File: src/verilog/uart_status_pkg.sv
// constants, register map and carrier types of the serial port status block
package uart_status_pkg;
    // register offsets (byte addresses)
    localparam logic [7:0] DATA_OFS = 8'h00;
    localparam logic [7:0] IEN_OFS = 8'h04;
    localparam logic [7:0] FCTL_OFS = 8'h08;
    localparam logic [7:0] MSR_OFS = 8'h14;
    localparam logic [7:0] FSR_OFS = 8'h18;
    localparam logic [7:0] ISR_OFS = 8'h1c;
    localparam logic [7:0] TOR_OFS = 8'h20;
    localparam logic [7:0] BAUD_OFS = 8'h24;
    // reset values and writable masks
    localparam logic [31:0] TOR_RESET = 32'h00000000;
    localparam logic [31:0] BAUD_RESET = 32'h0f000000;
    localparam logic [31:0] TOR_MASK = 32'h0000ffff;
    localparam logic [31:0] BAUD_MASK = 32'h3f00ffff;
    // fifo status field positions
    localparam int FSR_RX_OVER = 0;
    localparam int FSR_ADDR = 3;
    localparam int FSR_PARITY = 4;
    localparam int FSR_FRAMING = 5;
    localparam int FSR_BREAK = 6;
    localparam int FSR_TX_OVER = 24;
    // fifo control field positions
    localparam int FCTL_RX_RST = 1;
    localparam int FCTL_TX_RST = 2;
    localparam int FCTL_TRIG_LSB = 4;
    localparam int FCTL_PARITY_EN = 8;
    localparam int FCTL_RS485 = 9;
    // modem status field positions
    localparam int MSR_CTS_CHG = 0;
    localparam int MSR_CTS_STATE = 4;
    // fifo sizes and levels
    localparam int RX_DEPTH = 15;
    localparam int TX_DEPTH = 16;
    localparam logic [5:0] FULL_LEVEL = 6'h0e;
    localparam logic [5:0] TRIG_1 = 6'h01;
    localparam logic [5:0] TRIG_4 = 6'h04;
    localparam logic [5:0] TRIG_8 = 6'h08;
    localparam logic [5:0] TRIG_14 = 6'h0e;
    // baud oversampling factor without the extended divider
    localparam logic [4:0] M_PLAIN = 5'h10;
    // interrupt source positions in the status register
    localparam int INT_LSB = 8;
    localparam int N_INT = 6;

    typedef struct packed {
        logic [1:0] rsv_hi;
        logic x_en;
        logic x_one;
        logic [3:0] div_x;
        logic [7:0] rsv_mid;
        logic [15:0] baud_divisor;
    } baud_t;

    typedef struct packed {
        logic [15:0] rsv;
        logic [7:0] gap;
        logic [7:0] idle_cmp;
    } tor_t;

    typedef enum logic [1:0] {TX_IDLE, TX_FRAME, TX_GAP} tx_state_t;
    typedef enum logic {RX_IDLE, RX_FRAME} rx_state_t;
endpackage

File: src/verilog/uart_status_irq_baud.sv
// serial port status, interrupt flags, receive time-out, transmit gap and baud divider
// Function
// - tx empty bit sets when last byte enters shifter, clears on data write
// - tx count rises per written byte, falls per byte sent to shifter
// - rx full bit is high while rx occupancy exceeds fourteen
// - rx empty sets when last byte read, clears on any new character
// - rx count rises per received character, falls per software read
// - break flag sets on line low beyond one character; write-one or rx reset clears
// - framing and parity error flags; write-one or rx reset clears
// - in multi-drop mode ninth bit one sets address flag; write-one clears
// - character arriving into full rx fifo sets overflow; write-one clears
// - each interrupt indicator is its flag ANDed with its enable
// - buffer error flag is OR of tx and rx overflow flags
// - time-out flag sets when non-empty and idle count hits comparator
// - modem flag follows the clear-to-send change flag
// - line error flag is OR of break, framing, parity flags and, in multi-drop mode only, the address flag
// - holding-empty flag sets on last byte to shifter, clears on write
// - rx available flag high while rx count at or above trigger level
// - trigger code 0,1,2,3 gives 1,4,8,14 bytes
// - programmable idle gap between one stop bit and the next start
// - idle counter restarts on each new word; new word or empty clears time-out
// - baud is clock over M times divisor plus two, M sixteen by default
// - extended divider uses M equal to divider-x plus one, kept at eight or more
// - divide-by-one uses M equal one, divisor kept at three or more
//
// Design decision made here: strobed register access.
module uart_status_irq_baud
    import uart_status_pkg::*;
(
    // clock and reset
    input wire logic mclk,
    input wire logic nrst,
    // register port
    input wire logic [7:0] addr,
    input wire logic [31:0] wdata,
    input wire logic wr,
    input wire logic rd,
    output logic [31:0] rdata,
    // serial line
    input wire logic rxd,
    input wire logic cts_n,
    output logic txd,
    // interrupt
    output logic irq
);
    // registers and state
    baud_t baud;
    tor_t tor;
    logic [5:0] ien;
    logic [3:0] trig_code;
    logic parity_en, rs485;
    logic rxd_meta, rxd_s, rxd_prev, cts_meta, cts_s, cts_prev;
    logic [16:0] div_cnt;
    logic [4:0] osc_cnt;
    logic [4:0] low_cnt;
    rx_state_t rx_state;
    logic [4:0] samp_cnt;
    logic [3:0] bit_idx;
    logic [7:0] rx_data;
    logic rx_ninth;
    logic [7:0] rx_mem [RX_DEPTH];
    logic [3:0] rx_wp, rx_rp;
    logic [5:0] rx_count;
    logic [7:0] tx_mem [TX_DEPTH];
    logic [3:0] tx_wp, tx_rp;
    logic [5:0] tx_count;
    tx_state_t tx_state;
    logic [9:0] tx_shift;
    logic [3:0] tx_left;
    logic [7:0] gap_cnt;
    logic [7:0] idle_cnt;
    logic brk, fe, pe, addr_seen, rx_over, tx_over, cts_chg;
    logic rx_empty, tx_empty, tout;

    // register decode
    wire wr_data = wr && addr == DATA_OFS;
    wire rd_data = rd && addr == DATA_OFS;
    wire wr_fsr = wr && addr == FSR_OFS;
    wire wr_fctl = wr && addr == FCTL_OFS;
    wire rx_rst = wr_fctl && wdata[FCTL_RX_RST];
    wire tx_rst = wr_fctl && wdata[FCTL_TX_RST];
    wire extra = parity_en || rs485;
    wire rx_line = rxd_s;

    // baud timing: sample tick every brd+2 clocks, bit tick every M samples
    wire [16:0] div_top = {1'b0, baud.baud_divisor} + 17'h00001;
    wire samp_tick = div_cnt >= div_top;
    wire [4:0] m_val = !baud.x_en ? M_PLAIN :
                       baud.x_one ? 5'h01 :
                       {1'b0, baud.div_x} + 5'h01;
    wire [4:0] m_last = m_val - 5'h01;
    wire bit_tick = samp_tick && osc_cnt >= m_last;

    // receiver events
    wire [3:0] stop_idx = extra ? 4'h a : 4'h9;
    wire rx_sample = rx_state == RX_FRAME && samp_tick && samp_cnt == 5'h00;
    wire rx_stop = rx_sample && bit_idx == stop_idx;
    wire rx_full = rx_count > FULL_LEVEL;
    wire rx_push_ok = rx_stop && !rx_full;
    wire rx_pop = rd_data && rx_count != 6'h00;
    wire [4:0] frame_len = extra ? 5'h0b : 5'h0a;
    // break once low for a whole character plus one bit time
    wire brk_det = bit_tick && !rx_line && low_cnt == frame_len;
    wire fe_det = rx_stop && !rx_line;
    wire pe_det = rx_stop && parity_en && !rs485 && ((^rx_data) ^ rx_ninth);
    wire addr_det = rx_stop && rs485 && rx_ninth;
    wire over_det = rx_stop && rx_full;

    // transmitter events
    wire tx_full = tx_count > FULL_LEVEL;
    wire tx_push_ok = wr_data && !tx_full;
    wire tx_pop = tx_state == TX_IDLE && bit_tick && tx_count != 6'h00 && !tx_rst;
    wire [7:0] tx_byte = tx_mem[tx_rp];
    wire tx_par = ~^tx_byte ^ 1'b1;
    wire tx_done = tx_state == TX_IDLE && tx_count == 6'h00;

    // trigger level decode; reserved codes behave as the top level
    wire [5:0] trig_level = trig_code == 4'h0 ? TRIG_1 :
                            trig_code == 4'h1 ? TRIG_4 :
                            trig_code == 4'h2 ? TRIG_8 : TRIG_14;

    // idle counter and time-out: activity restarts counting
    wire rx_activity = rx_push_ok || rx_pop;
    wire tout_set = bit_tick && rx_count != 6'h00 && !rx_activity &&
                    idle_cnt != 8'hff && idle_cnt + 8'h01 == tor.idle_cmp;
    wire tout_clr = rx_activity || rx_count == 6'h00 || rx_rst;
    wire [7:0] next_idle_cnt = rx_activity ? 8'h00 :
                               (bit_tick && idle_cnt != 8'hff) ? idle_cnt + 8'h01 : idle_cnt;

    // sticky flags: a set in the cycle of its clear wins
    wire next_brk = brk_det || (brk && !(wr_fsr && wdata[FSR_BREAK]) && !rx_rst);
    wire next_fe = fe_det || (fe && !(wr_fsr && wdata[FSR_FRAMING]) && !rx_rst);
    wire next_pe = pe_det || (pe && !(wr_fsr && wdata[FSR_PARITY]) && !rx_rst);
    wire next_addr = addr_det || (addr_seen && !(wr_fsr && wdata[FSR_ADDR]));
    wire next_rx_over = over_det || (rx_over && !(wr_fsr && wdata[FSR_RX_OVER]));
    wire next_tx_over = (wr_data && tx_full) ||
                        (tx_over && !(wr_fsr && wdata[FSR_TX_OVER]));
    wire cts_chg_det = cts_s != cts_prev;
    wire next_cts_chg = cts_chg_det ||
                        (cts_chg && !(wr && addr == MSR_OFS && wdata[MSR_CTS_CHG]));
    // a character landing as the last byte is read keeps the fifo non-empty
    wire next_rx_empty = (rx_pop && rx_count == 6'h01 && !rx_push_ok) || rx_rst ||
                         (rx_empty && !rx_push_ok);
    wire next_tx_empty = (tx_pop && tx_count == 6'h01) || tx_rst ||
                         (tx_empty && !tx_push_ok);
    wire next_tout = tout_set || (tout && !tout_clr);

    // interrupt flags and indicators
    wire buf_err = rx_over || tx_over;
    wire line_err = brk || fe || pe || (rs485 && addr_seen);
    wire modem_if = cts_chg;
    wire rx_avail = rx_count >= trig_level;
    wire [5:0] flags = {buf_err, tout, modem_if, line_err, tx_empty, rx_avail};
    wire [5:0] ints = flags & ien;
    wire te_flag = tx_done && tx_empty;

    // read data
    wire [31:0] fsr_word = {3'h0, te_flag, 3'h0, tx_over, tx_full, tx_empty, tx_count,
                            rx_full, rx_empty, rx_count, 1'b0, brk, fe, pe, addr_seen,
                            2'h0, rx_over};
    wire [31:0] rd_mux = addr == DATA_OFS ? {24'h000000, rx_mem[rx_rp]} :
                         addr == IEN_OFS ? {26'h0, ien} :
                         addr == FCTL_OFS ? {22'h0, rs485, parity_en, trig_code, 4'h0} :
                         addr == MSR_OFS ? {27'h0, cts_s, 3'h0, cts_chg} :
                         addr == FSR_OFS ? fsr_word :
                         addr == ISR_OFS ? {18'h0, ints, 2'h0, flags} :
                         addr == TOR_OFS ? tor :
                         addr == BAUD_OFS ? baud : 32'h00000000;

    // software registers
    always_ff @(posedge mclk or negedge nrst) begin
        if (!nrst) begin
            baud <= BAUD_RESET;
            tor <= TOR_RESET;
            ien <= 6'h00;
            trig_code <= 4'h0;
            parity_en <= 1'b0;
            rs485 <= 1'b0;
        end else if (wr) begin
            if (addr == BAUD_OFS) baud <= wdata & BAUD_MASK;
            if (addr == TOR_OFS) tor <= wdata & TOR_MASK;
            if (addr == IEN_OFS) ien <= wdata[5:0];
            if (addr == FCTL_OFS) begin
                trig_code <= wdata[FCTL_TRIG_LSB +: 4];
                parity_en <= wdata[FCTL_PARITY_EN];
                rs485 <= wdata[FCTL_RS485];
            end
        end
    end

    // read port, answer one cycle after the strobe
    always_ff @(posedge mclk or negedge nrst) begin
        if (!nrst) rdata <= 32'h00000000;
        else rdata <= rd ? rd_mux : 32'h00000000;
    end

    // pin synchronisers
    always_ff @(posedge mclk or negedge nrst) begin
        if (!nrst) begin
            {rxd_meta, rxd_s, rxd_prev} <= 3'h7;
            {cts_meta, cts_s, cts_prev} <= 3'h7;
        end else begin
            rxd_meta <= rxd;
            rxd_s <= rxd_meta;
            rxd_prev <= rxd_s;
            cts_meta <= cts_n;
            cts_s <= cts_meta;
            cts_prev <= cts_s;
        end
    end

    // baud divider and bit-time counters
    always_ff @(posedge mclk or negedge nrst) begin
        if (!nrst) begin
            div_cnt <= 17'h00000;
            osc_cnt <= 5'h00;
            low_cnt <= 5'h00;
        end else begin
            div_cnt <= samp_tick ? 17'h00000 : div_cnt + 17'h00001;
            if (samp_tick) osc_cnt <= bit_tick ? 5'h00 : osc_cnt + 5'h01;
            if (rx_line) low_cnt <= 5'h00;
            else if (bit_tick && low_cnt != 5'h1f) low_cnt <= low_cnt + 5'h01;
        end
    end

    // receiver: start on falling edge, sample mid-bit
    always_ff @(posedge mclk or negedge nrst) begin
        if (!nrst) begin
            rx_state <= RX_IDLE;
            samp_cnt <= 5'h00;
            bit_idx <= 4'h0;
            rx_data <= 8'h00;
            rx_ninth <= 1'b0;
        end else if (rx_rst) begin
            rx_state <= RX_IDLE;
        end else begin
            unique case (rx_state)
                RX_IDLE: begin
                    if (rxd_prev && !rx_line) begin
                        rx_state <= RX_FRAME;
                        samp_cnt <= {1'b0, m_val[4:1]};
                        bit_idx <= 4'h0;
                    end
                end
                RX_FRAME: begin
                    if (samp_tick) samp_cnt <= samp_cnt == 5'h00 ? m_last : samp_cnt - 5'h01;
                    if (rx_sample) begin
                        bit_idx <= bit_idx + 4'h1;
                        // a glitch that is high at mid start bit is not a start
                        if ((bit_idx == 4'h0 && rx_line) || rx_stop) rx_state <= RX_IDLE;
                        if (bit_idx >= 4'h1 && bit_idx <= 4'h8) rx_data <= {rx_line, rx_data[7:1]};
                        if (bit_idx == 4'h9 && extra) rx_ninth <= rx_line;
                        if (bit_idx == 4'h0) rx_ninth <= 1'b0;
                    end
                end
            endcase
        end
    end

    // receive fifo
    always_ff @(posedge mclk or negedge nrst) begin
        if (!nrst) begin
            rx_wp <= 4'h0;
            rx_rp <= 4'h0;
            rx_count <= 6'h00;
        end else if (rx_rst) begin
            rx_wp <= 4'h0;
            rx_rp <= 4'h0;
            rx_count <= 6'h00;
        end else begin
            if (rx_push_ok) rx_wp <= rx_wp == 4'(RX_DEPTH - 1) ? 4'h0 : rx_wp + 4'h1;
            if (rx_pop) rx_rp <= rx_rp == 4'(RX_DEPTH - 1) ? 4'h0 : rx_rp + 4'h1;
            if (rx_push_ok && !rx_pop) rx_count <= rx_count + 6'h01;
            else if (rx_pop && !rx_push_ok) rx_count <= rx_count - 6'h01;
        end
    end

    always_ff @(posedge mclk) begin
        if (rx_push_ok) rx_mem[rx_wp] <= rx_data;
        if (tx_push_ok) tx_mem[tx_wp] <= wdata[7:0];
    end

    // transmit fifo
    always_ff @(posedge mclk or negedge nrst) begin
        if (!nrst) begin
            tx_wp <= 4'h0;
            tx_rp <= 4'h0;
            tx_count <= 6'h00;
        end else if (tx_rst) begin
            tx_wp <= 4'h0;
            tx_rp <= 4'h0;
            tx_count <= 6'h00;
        end else begin
            if (tx_push_ok) tx_wp <= tx_wp + 4'h1;
            if (tx_pop) tx_rp <= tx_rp + 4'h1;
            if (tx_push_ok && !tx_pop) tx_count <= tx_count + 6'h01;
            else if (tx_pop && !tx_push_ok) tx_count <= tx_count - 6'h01;
        end
    end

    // transmitter: bits on the free-running bit tick, then the gap
    always_ff @(posedge mclk or negedge nrst) begin
        if (!nrst) begin
            tx_state <= TX_IDLE;
            tx_shift <= 10'h3ff;
            tx_left <= 4'h0;
            gap_cnt <= 8'h00;
            txd <= 1'b1;
        end else if (tx_rst) begin
            tx_state <= TX_IDLE;
            txd <= 1'b1;
        end else begin
            unique case (tx_state)
                TX_IDLE: begin
                    if (tx_pop) begin
                        txd <= 1'b0;
                        tx_shift <= extra ? {1'b1, tx_par, tx_byte} : {2'h3, tx_byte};
                        tx_left <= 4'(frame_len - 5'h01);
                        tx_state <= TX_FRAME;
                    end
                end
                TX_FRAME: begin
                    if (bit_tick) begin
                        txd <= tx_shift[0];
                        tx_shift <= {1'b1, tx_shift[9:1]};
                        tx_left <= tx_left - 4'h1;
                        // leave as the stop bit goes out: idle needs one tick to pop
                        if (tx_left == 4'h1) begin
                            gap_cnt <= tor.gap;
                            tx_state <= tor.gap == 8'h00 ? TX_IDLE : TX_GAP;
                        end
                    end
                end
                TX_GAP: begin
                    if (bit_tick) begin
                        gap_cnt <= gap_cnt - 8'h01;
                        if (gap_cnt == 8'h01) tx_state <= TX_IDLE;
                    end
                end
            endcase
        end
    end

    // flags and interrupt output
    always_ff @(posedge mclk or negedge nrst) begin
        if (!nrst) begin
            {brk, fe, pe, addr_seen, rx_over, tx_over, cts_chg} <= 7'h00;
            {rx_empty, tx_empty, tout} <= 3'h6;
            idle_cnt <= 8'h00;
            irq <= 1'b0;
        end else begin
            {brk, fe, pe, addr_seen} <= {next_brk, next_fe, next_pe, next_addr};
            {rx_over, tx_over, cts_chg} <= {next_rx_over, next_tx_over, next_cts_chg};
            {rx_empty, tx_empty, tout} <= {next_rx_empty, next_tx_empty, next_tout};
            idle_cnt <= next_idle_cnt;
            irq <= |ints;
        end
    end
endmodule

File: config.mk
export PLATFORM = sky130hd
export DESIGN_NAME = uart_status_irq_baud
export DESIGN_NICKNAME = d
export VERILOG_FILES = /design/src/verilog/uart_status_pkg.sv /design/src/verilog/uart_status_irq_baud.sv
export SDC_FILE = /design/constraint.sdc
export NUM_CORES = 1
export LEC_CHECK = 0
export BUFFER_PORTS_ARGS = -buffer_cell sky130_fd_sc_hd__buf_4
export CAP_MARGIN = 20
export CORE_MARGIN = 5
export CORE_UTILIZATION = 56
export DETAILED_ROUTE_END_ITERATION = 7
export GPL_TIMING_DRIVEN = 0
export PLACE_DENSITY = 0.75
export SLEW_MARGIN = 20
export SYNTH_ARGS = -nofsm -noshare
export SYNTH_HDL_FRONTEND = slang
export SYNTH_SLANG_ARGS = --single-unit
export TNS_END_PERCENT = 10
File: constraint.sdc
create_clock -name mclk -period 4 [get_ports mclk]
set_clock_uncertainty 0.05 [all_clocks]
set_input_delay 0.8 -clock mclk [delete_from_list [all_inputs] [get_ports mclk]]
set_output_delay 0.8 -clock mclk [all_outputs]
set_load 0.05 [all_outputs]
### Word level (Yosys, flattened, before mapping)

Memories as Yosys holds them, arrays and structs flattened.
Index checks and enable logic that the tools add are counted.

| storage, ports and cells | value |
|---|---|
| register bits | 204 |
| bits in writable memories | 248 |
| input port bits | 46 |
| output and inout port bits | 34 |
| word-level logic and storage cells | 342 |
| memories kept | 2 |

| operators by class | value |
|---|---|
| add/sub/neg operators | 20 |
| magnitude comparators | 7 |
| equality and inequality tests | 36 |
| multiplexer cells | 79 |
| bitwise gates (word level) | 6 |
| reduce and logical (&&, ||, !) cells | 144 |

Memories:

| name | depth | width | rd ports | clocked after memory_dff | wr ports | RTL line | source |
|---|---|---|---|---|---|---|---|
| tx_mem | 16 | 8 | 1 | 0 | 1 | uart_status_irq_baud.sv:64 | `logic [7:0] tx_mem [TX_DEPTH];` |
| rx_mem | 15 | 8 | 1 | 0 | 1 | uart_status_irq_baud.sv:61 | `logic [7:0] rx_mem [RX_DEPTH];` |

Operators with widths:

| kind | number |
|---|---|
| 30-bit two-way mux | 9 |
| 1-bit logical AND | 67 |
| 4-bit two-way mux | 16 |
| 5-bit two-way mux | 8 |
| 8-bit two-way mux | 5 |
| 6-bit two-way mux | 6 |
| 8-bit by 5-bit == test with 1-bit output, second input constant | 3 |
| 1-bit logical OR | 21 |
| 4-bit by 1-bit adder with 4-bit output, second input constant | 5 |
| 10-bit two-way mux | 2 |
| 10-bit one-hot mux with 2 select lines | 1 |
| 1-bit logical NOT | 19 |
| 2-bit nonzero test | 9 |
| 16-bit by 1-bit adder with 17-bit output, second input constant | 1 |
| 17-bit by 1-bit adder with 17-bit output, second input constant | 1 |
| 17-bit greater-or-equal comparator | 1 |
| 17-bit two-way mux | 1 |
| 8-bit by 6-bit == test with 1-bit output, second input constant | 2 |
| 8-bit logical NOT | 2 |
| 2-bit two-way mux | 8 |
| 4-bit one-hot mux with 2 select lines | 2 |
| 8-bit one-hot mux with 2 select lines | 1 |
| 3-bit != test, second input constant | 5 |
| 1-bit two-way mux | 14 |
| other kinds (51) | 83 |

### Depth between registers and ports, before layout

| logic depth | value |
|---|---|
| depth in word-level cells | 13 |
| mapped depth | 18 |
| mapped depth without buffers | 15 |

### Least setup slack after synthesis

No wires, ideal clock.

| timing | value |
|---|---|
| path kind | reg2reg |
| from | register baud[2] (netlist name) |
| to | memory rx_mem[0][0] (enable) |
| setup time | 0.383 ns |
| arrival | 3.601 ns |
| data required time | 3.567 ns |
| setup slack | -0.035 ns |
| cell stages (with the launch flop) | 15 |
| path buffers | 2 |
| period minus slack after synthesis | 4.035 ns |
| cells stage by stage | dfrtp_1 > and3_1 > and3_1 > and3_1 > clkbuf_1 > nand2_1 > or2_2 > ha_1 > o2111ai_1 > and2_2 > buf_4 > nor2_4 > nand2_2 > or4_1 > nor3_1 |

| between the ends | value |
|---|---|
| cells in the longest elaborated chain, start to end | 8 |

Ends and longest elaborated chain:

| element | RTL line | source |
|---|---|---|
| from (decl) | uart_status_irq_baud.sv:47 | `baud_t baud;` |
| from (signal assigned) | uart_status_irq_baud.sv:180 | `if (addr == BAUD_OFS) baud <= wdata & BAUD_MASK;` |
| 16-bit by 1-bit adder with 17-bit output | uart_status_irq_baud.sv:86 | `wire [16:0] div_top = {1'b0, baud.baud_divisor} + 17'h00001;` |
| 17-bit greater-or-equal comparator | uart_status_irq_baud.sv:87 | `wire samp_tick = div_cnt >= div_top;` |
| 1-bit logical AND (2 in series) | uart_status_irq_baud.sv:96 | `wire rx_sample = rx_state == RX_FRAME && samp_tick && samp_cnt == 5'h00;` |
| 1-bit logical AND | uart_status_irq_baud.sv:97 | `wire rx_stop = rx_sample && bit_idx == stop_idx;` |
| 1-bit logical AND | uart_status_irq_baud.sv:99 | `wire rx_push_ok = rx_stop && !rx_full;` |
| 1-bit two-way mux | uart_status_irq_baud.sv:279 | `if (rx_push_ok) rx_mem[rx_wp] <= rx_data;` |
| 1-bit two-way mux (not written as such) | uart_status_irq_baud.sv:279 |  |
| to (decl) | uart_status_irq_baud.sv:61 |  |

Every way passes these cells.

### Worst setup path after layout

| timing | value |
|---|---|
| from | register baud[4] (netlist name) |
| to | memory rx_mem[0][5] (enable) |

The elaborated chain is that of the path after synthesis.

==> out/metrics.csv <==
metric,value,unit
worstSetupPathType,reg2reg,
route.detailed.drc,0,
wirelength,49.9,mm
io_buffers,67,
drt_first_pass_iters,6,
drive_gt1_share,21.5,%
post-route-util,64.9,%
synth_top_family_by_area,simple AND/OR/NAND/NOR gates,
die_x,203,um
outcome,completed,
start_kind,flip-flop,
clock_sinks,451,
synth-async-reset-ratio,45.0,%
dieArea,41000,um^2
cts_tree,built,
htreeDepth,2,
synth_most_common_cell,edfxtp_1,
ant_nets,0,
num_rows,70,
cp_max_fo,10,
grt_max_degree,101,
synth_edf_count,248,
synth_top_area_share,35.9,%
timing.slew.headroom,36.6,%
yosys_warnings,0,
place_ws,-0.539,ns
period_share,94.7,%
finalHoldViolCount,0,
via_per_inst,6.15,
dp_hpwl,34.8,mm
tightest_slew,0.951,ns
antenna_found_initial,1,
cts_root_buf,clkbuf_16,
numCtsBuffers,46,
required,4.25,ns
coreArea,36600,um^2
synth_ff_type,edfxtp_1,
synthXorXnorAreaFrac,3.59,%
synthMuxAreaShare,11.1,%
yosys.area.top_type,edfxtp_1,
clk_latency,0.59,ns
min_path_type,in2async,
synth.area.top_cells,"edfxtp_1 (36%), dfrtp_1 (22%), mux4_2 (6.9%)",
vias,13388,
detail_route.wl_per_cell,22.9,um
cts.path.max_buffers,3,
synth_compound_area_share,7.71,%
drt_iter0_markers,1031,
synth_area_per_cell,13.5,um^2
peakVddDrop,0.451,mV
slew_violations,0,
hold_ws,0.0411,ns
setup_viol,0,
fin_cells,2178,
min_period,3.79,ns
seq_area_frac_synth,60.5,%
nNetsFinal,1776,
die_h,203,um
setup_slack,0.210,ns
clkSlewWorstSetupHoldPaths,0.06,ns
grt_pass1_vias,13648,
grt_setup_unrepaired,false,
synth.distinct_cells,88,
synth_seq_cells,451,
synth_commonest_cells,"edfxtp_1 (248), dfrtp_1 (181), nand2_1 (117)",
power_density,539,nW/um^2
final_area,23800,um^2
max_freq,264,MHz
gp_congestion,0.932,
grt_first_pass_wirelength,78.8,mm
start_util,56.7,%
synthAdderAreaFrac,3.60,%
power.leakage,9.19,nW
place_area,21900,um^2
syn_inst,1539,
arrival,4.04,ns
dp_cells,2077,
syn2layout_area_growth,14.4,%
syn-cell-area,20800,um^2
crit_path_end_kind,flip-flop,
synthSimpleGateAreaFrac,11.3,%
grt_overflow,0,
drv_cap,0,
num_io_pins,80,
gr-usage-all-layers,24.7,%
[metal layers]
metal	global-route usage (%)	wire length, um	vias to the layer above
li1	-	-	6066
met5	0	13	-
met2	40.6	24400	444
met1	33.3	20400	6763
met3	4.12	3190	113
met4	9.58	1970	2
[per-stage QoR]
stage	TNS, ns	power (W)
6_report	0	0.0128
2_1_floorplan	-0.0280	0.00768
3_5_place_dp	-53.43	0.00850
5_1_grt	0	0.0134
3_3_place_gp	-52.36	0.00840
4_1_cts	0	0.0128
[critical path: stages (launching register included)]
cell	delay, ns
dfrtp_1	0.41
and3_1	0.21
and3_1	0.21
and3_4	0.23
nand2_1	0.05
or2_2	0.28
ha_1	0.33
o2111ai_1	0.11
and2_2	0.21
buf_6	0.17
nor2_4	0.18
nand2_4	0.11
or4_4	0.60
nor3_4	0.19
buf_12	0.16
[logic make-up after synthesis]
group,after synthesis
fa+ha+maj,60
mux,142
compound gates,242
flops,451
simple gates,459
xor+xnor,85
other cells,1
buf+inv,99
[registers in the layout (all words and copies together) (netlist names), 8 cells and up]
signal and count:
tx_mem 128, rx_mem 120, rdata 30, baud 22, div_cnt 17, tor 16, tx_shift 9, gap_cnt 8
idle_cnt 8, rx_data 8
[placed cells by master, fill, tap and decap left out, types with 19 or more instances in the layout]
master and instances:
o21ai_0 46, mux4_2 64, mux2i_1 19, dfrtp_1 177, clkbuf_16 46, a21oi_1 62
nor2_1 95, dfstp_2 22, and3_1 35, edfxtp_1 248, clkbuf_1 45, xnor2_1 48
nor3_1 31, nand3_1 57, a22oi_1 29, ha_1 59, mux2_2 59, nand2_1 117
inv_1 32, and2_1 24, xor2_1 37, buf_4 81
[report_power, final]
part | internal, W | leakage (nW) | switching (W)
combinational | 0.00129 | 3.55 | 0.00171
clock | 0.00253 | 0.741 | 0.00180
sequential | 0.00518 | 4.90 | 0.000302
[final timing paths]
check	slack, ns	from	cells past startpoint	to
max in group asynchronous	2.70	nrst	3	baud[2]
max reg2reg	0.21	baud[4]	14	rx_mem[0][5]
max	0.21	baud[4]	14	rx_mem[0][5]
min in group mclk	0.28	rxd	1	rxd_meta
min	0.04	nrst	1	samp_cnt[3]
min reg2reg	0.31	rxd_meta	0	rx_line
[area by class of cell]
cell class                 instances  area (um^2)
fill                            2671        12800
sequential                       451        12600
multi-input combinational        990         7890
clock buffer                      64         1290
timing repair buffer              84          728
tap                              468          586
buffer                            66          349
clock inverter                    22          243
inverter                          32          120
antenna                            1         2.50
[what timing repair did]
item	4_1_cts	5_1_grt
hold buffers	0	0
buffers inserted	6	9
resized for setup	28	9
endpoints found under the setup margin	120	140
pin swaps	6	4
Power figures use the tool's default switching activity.
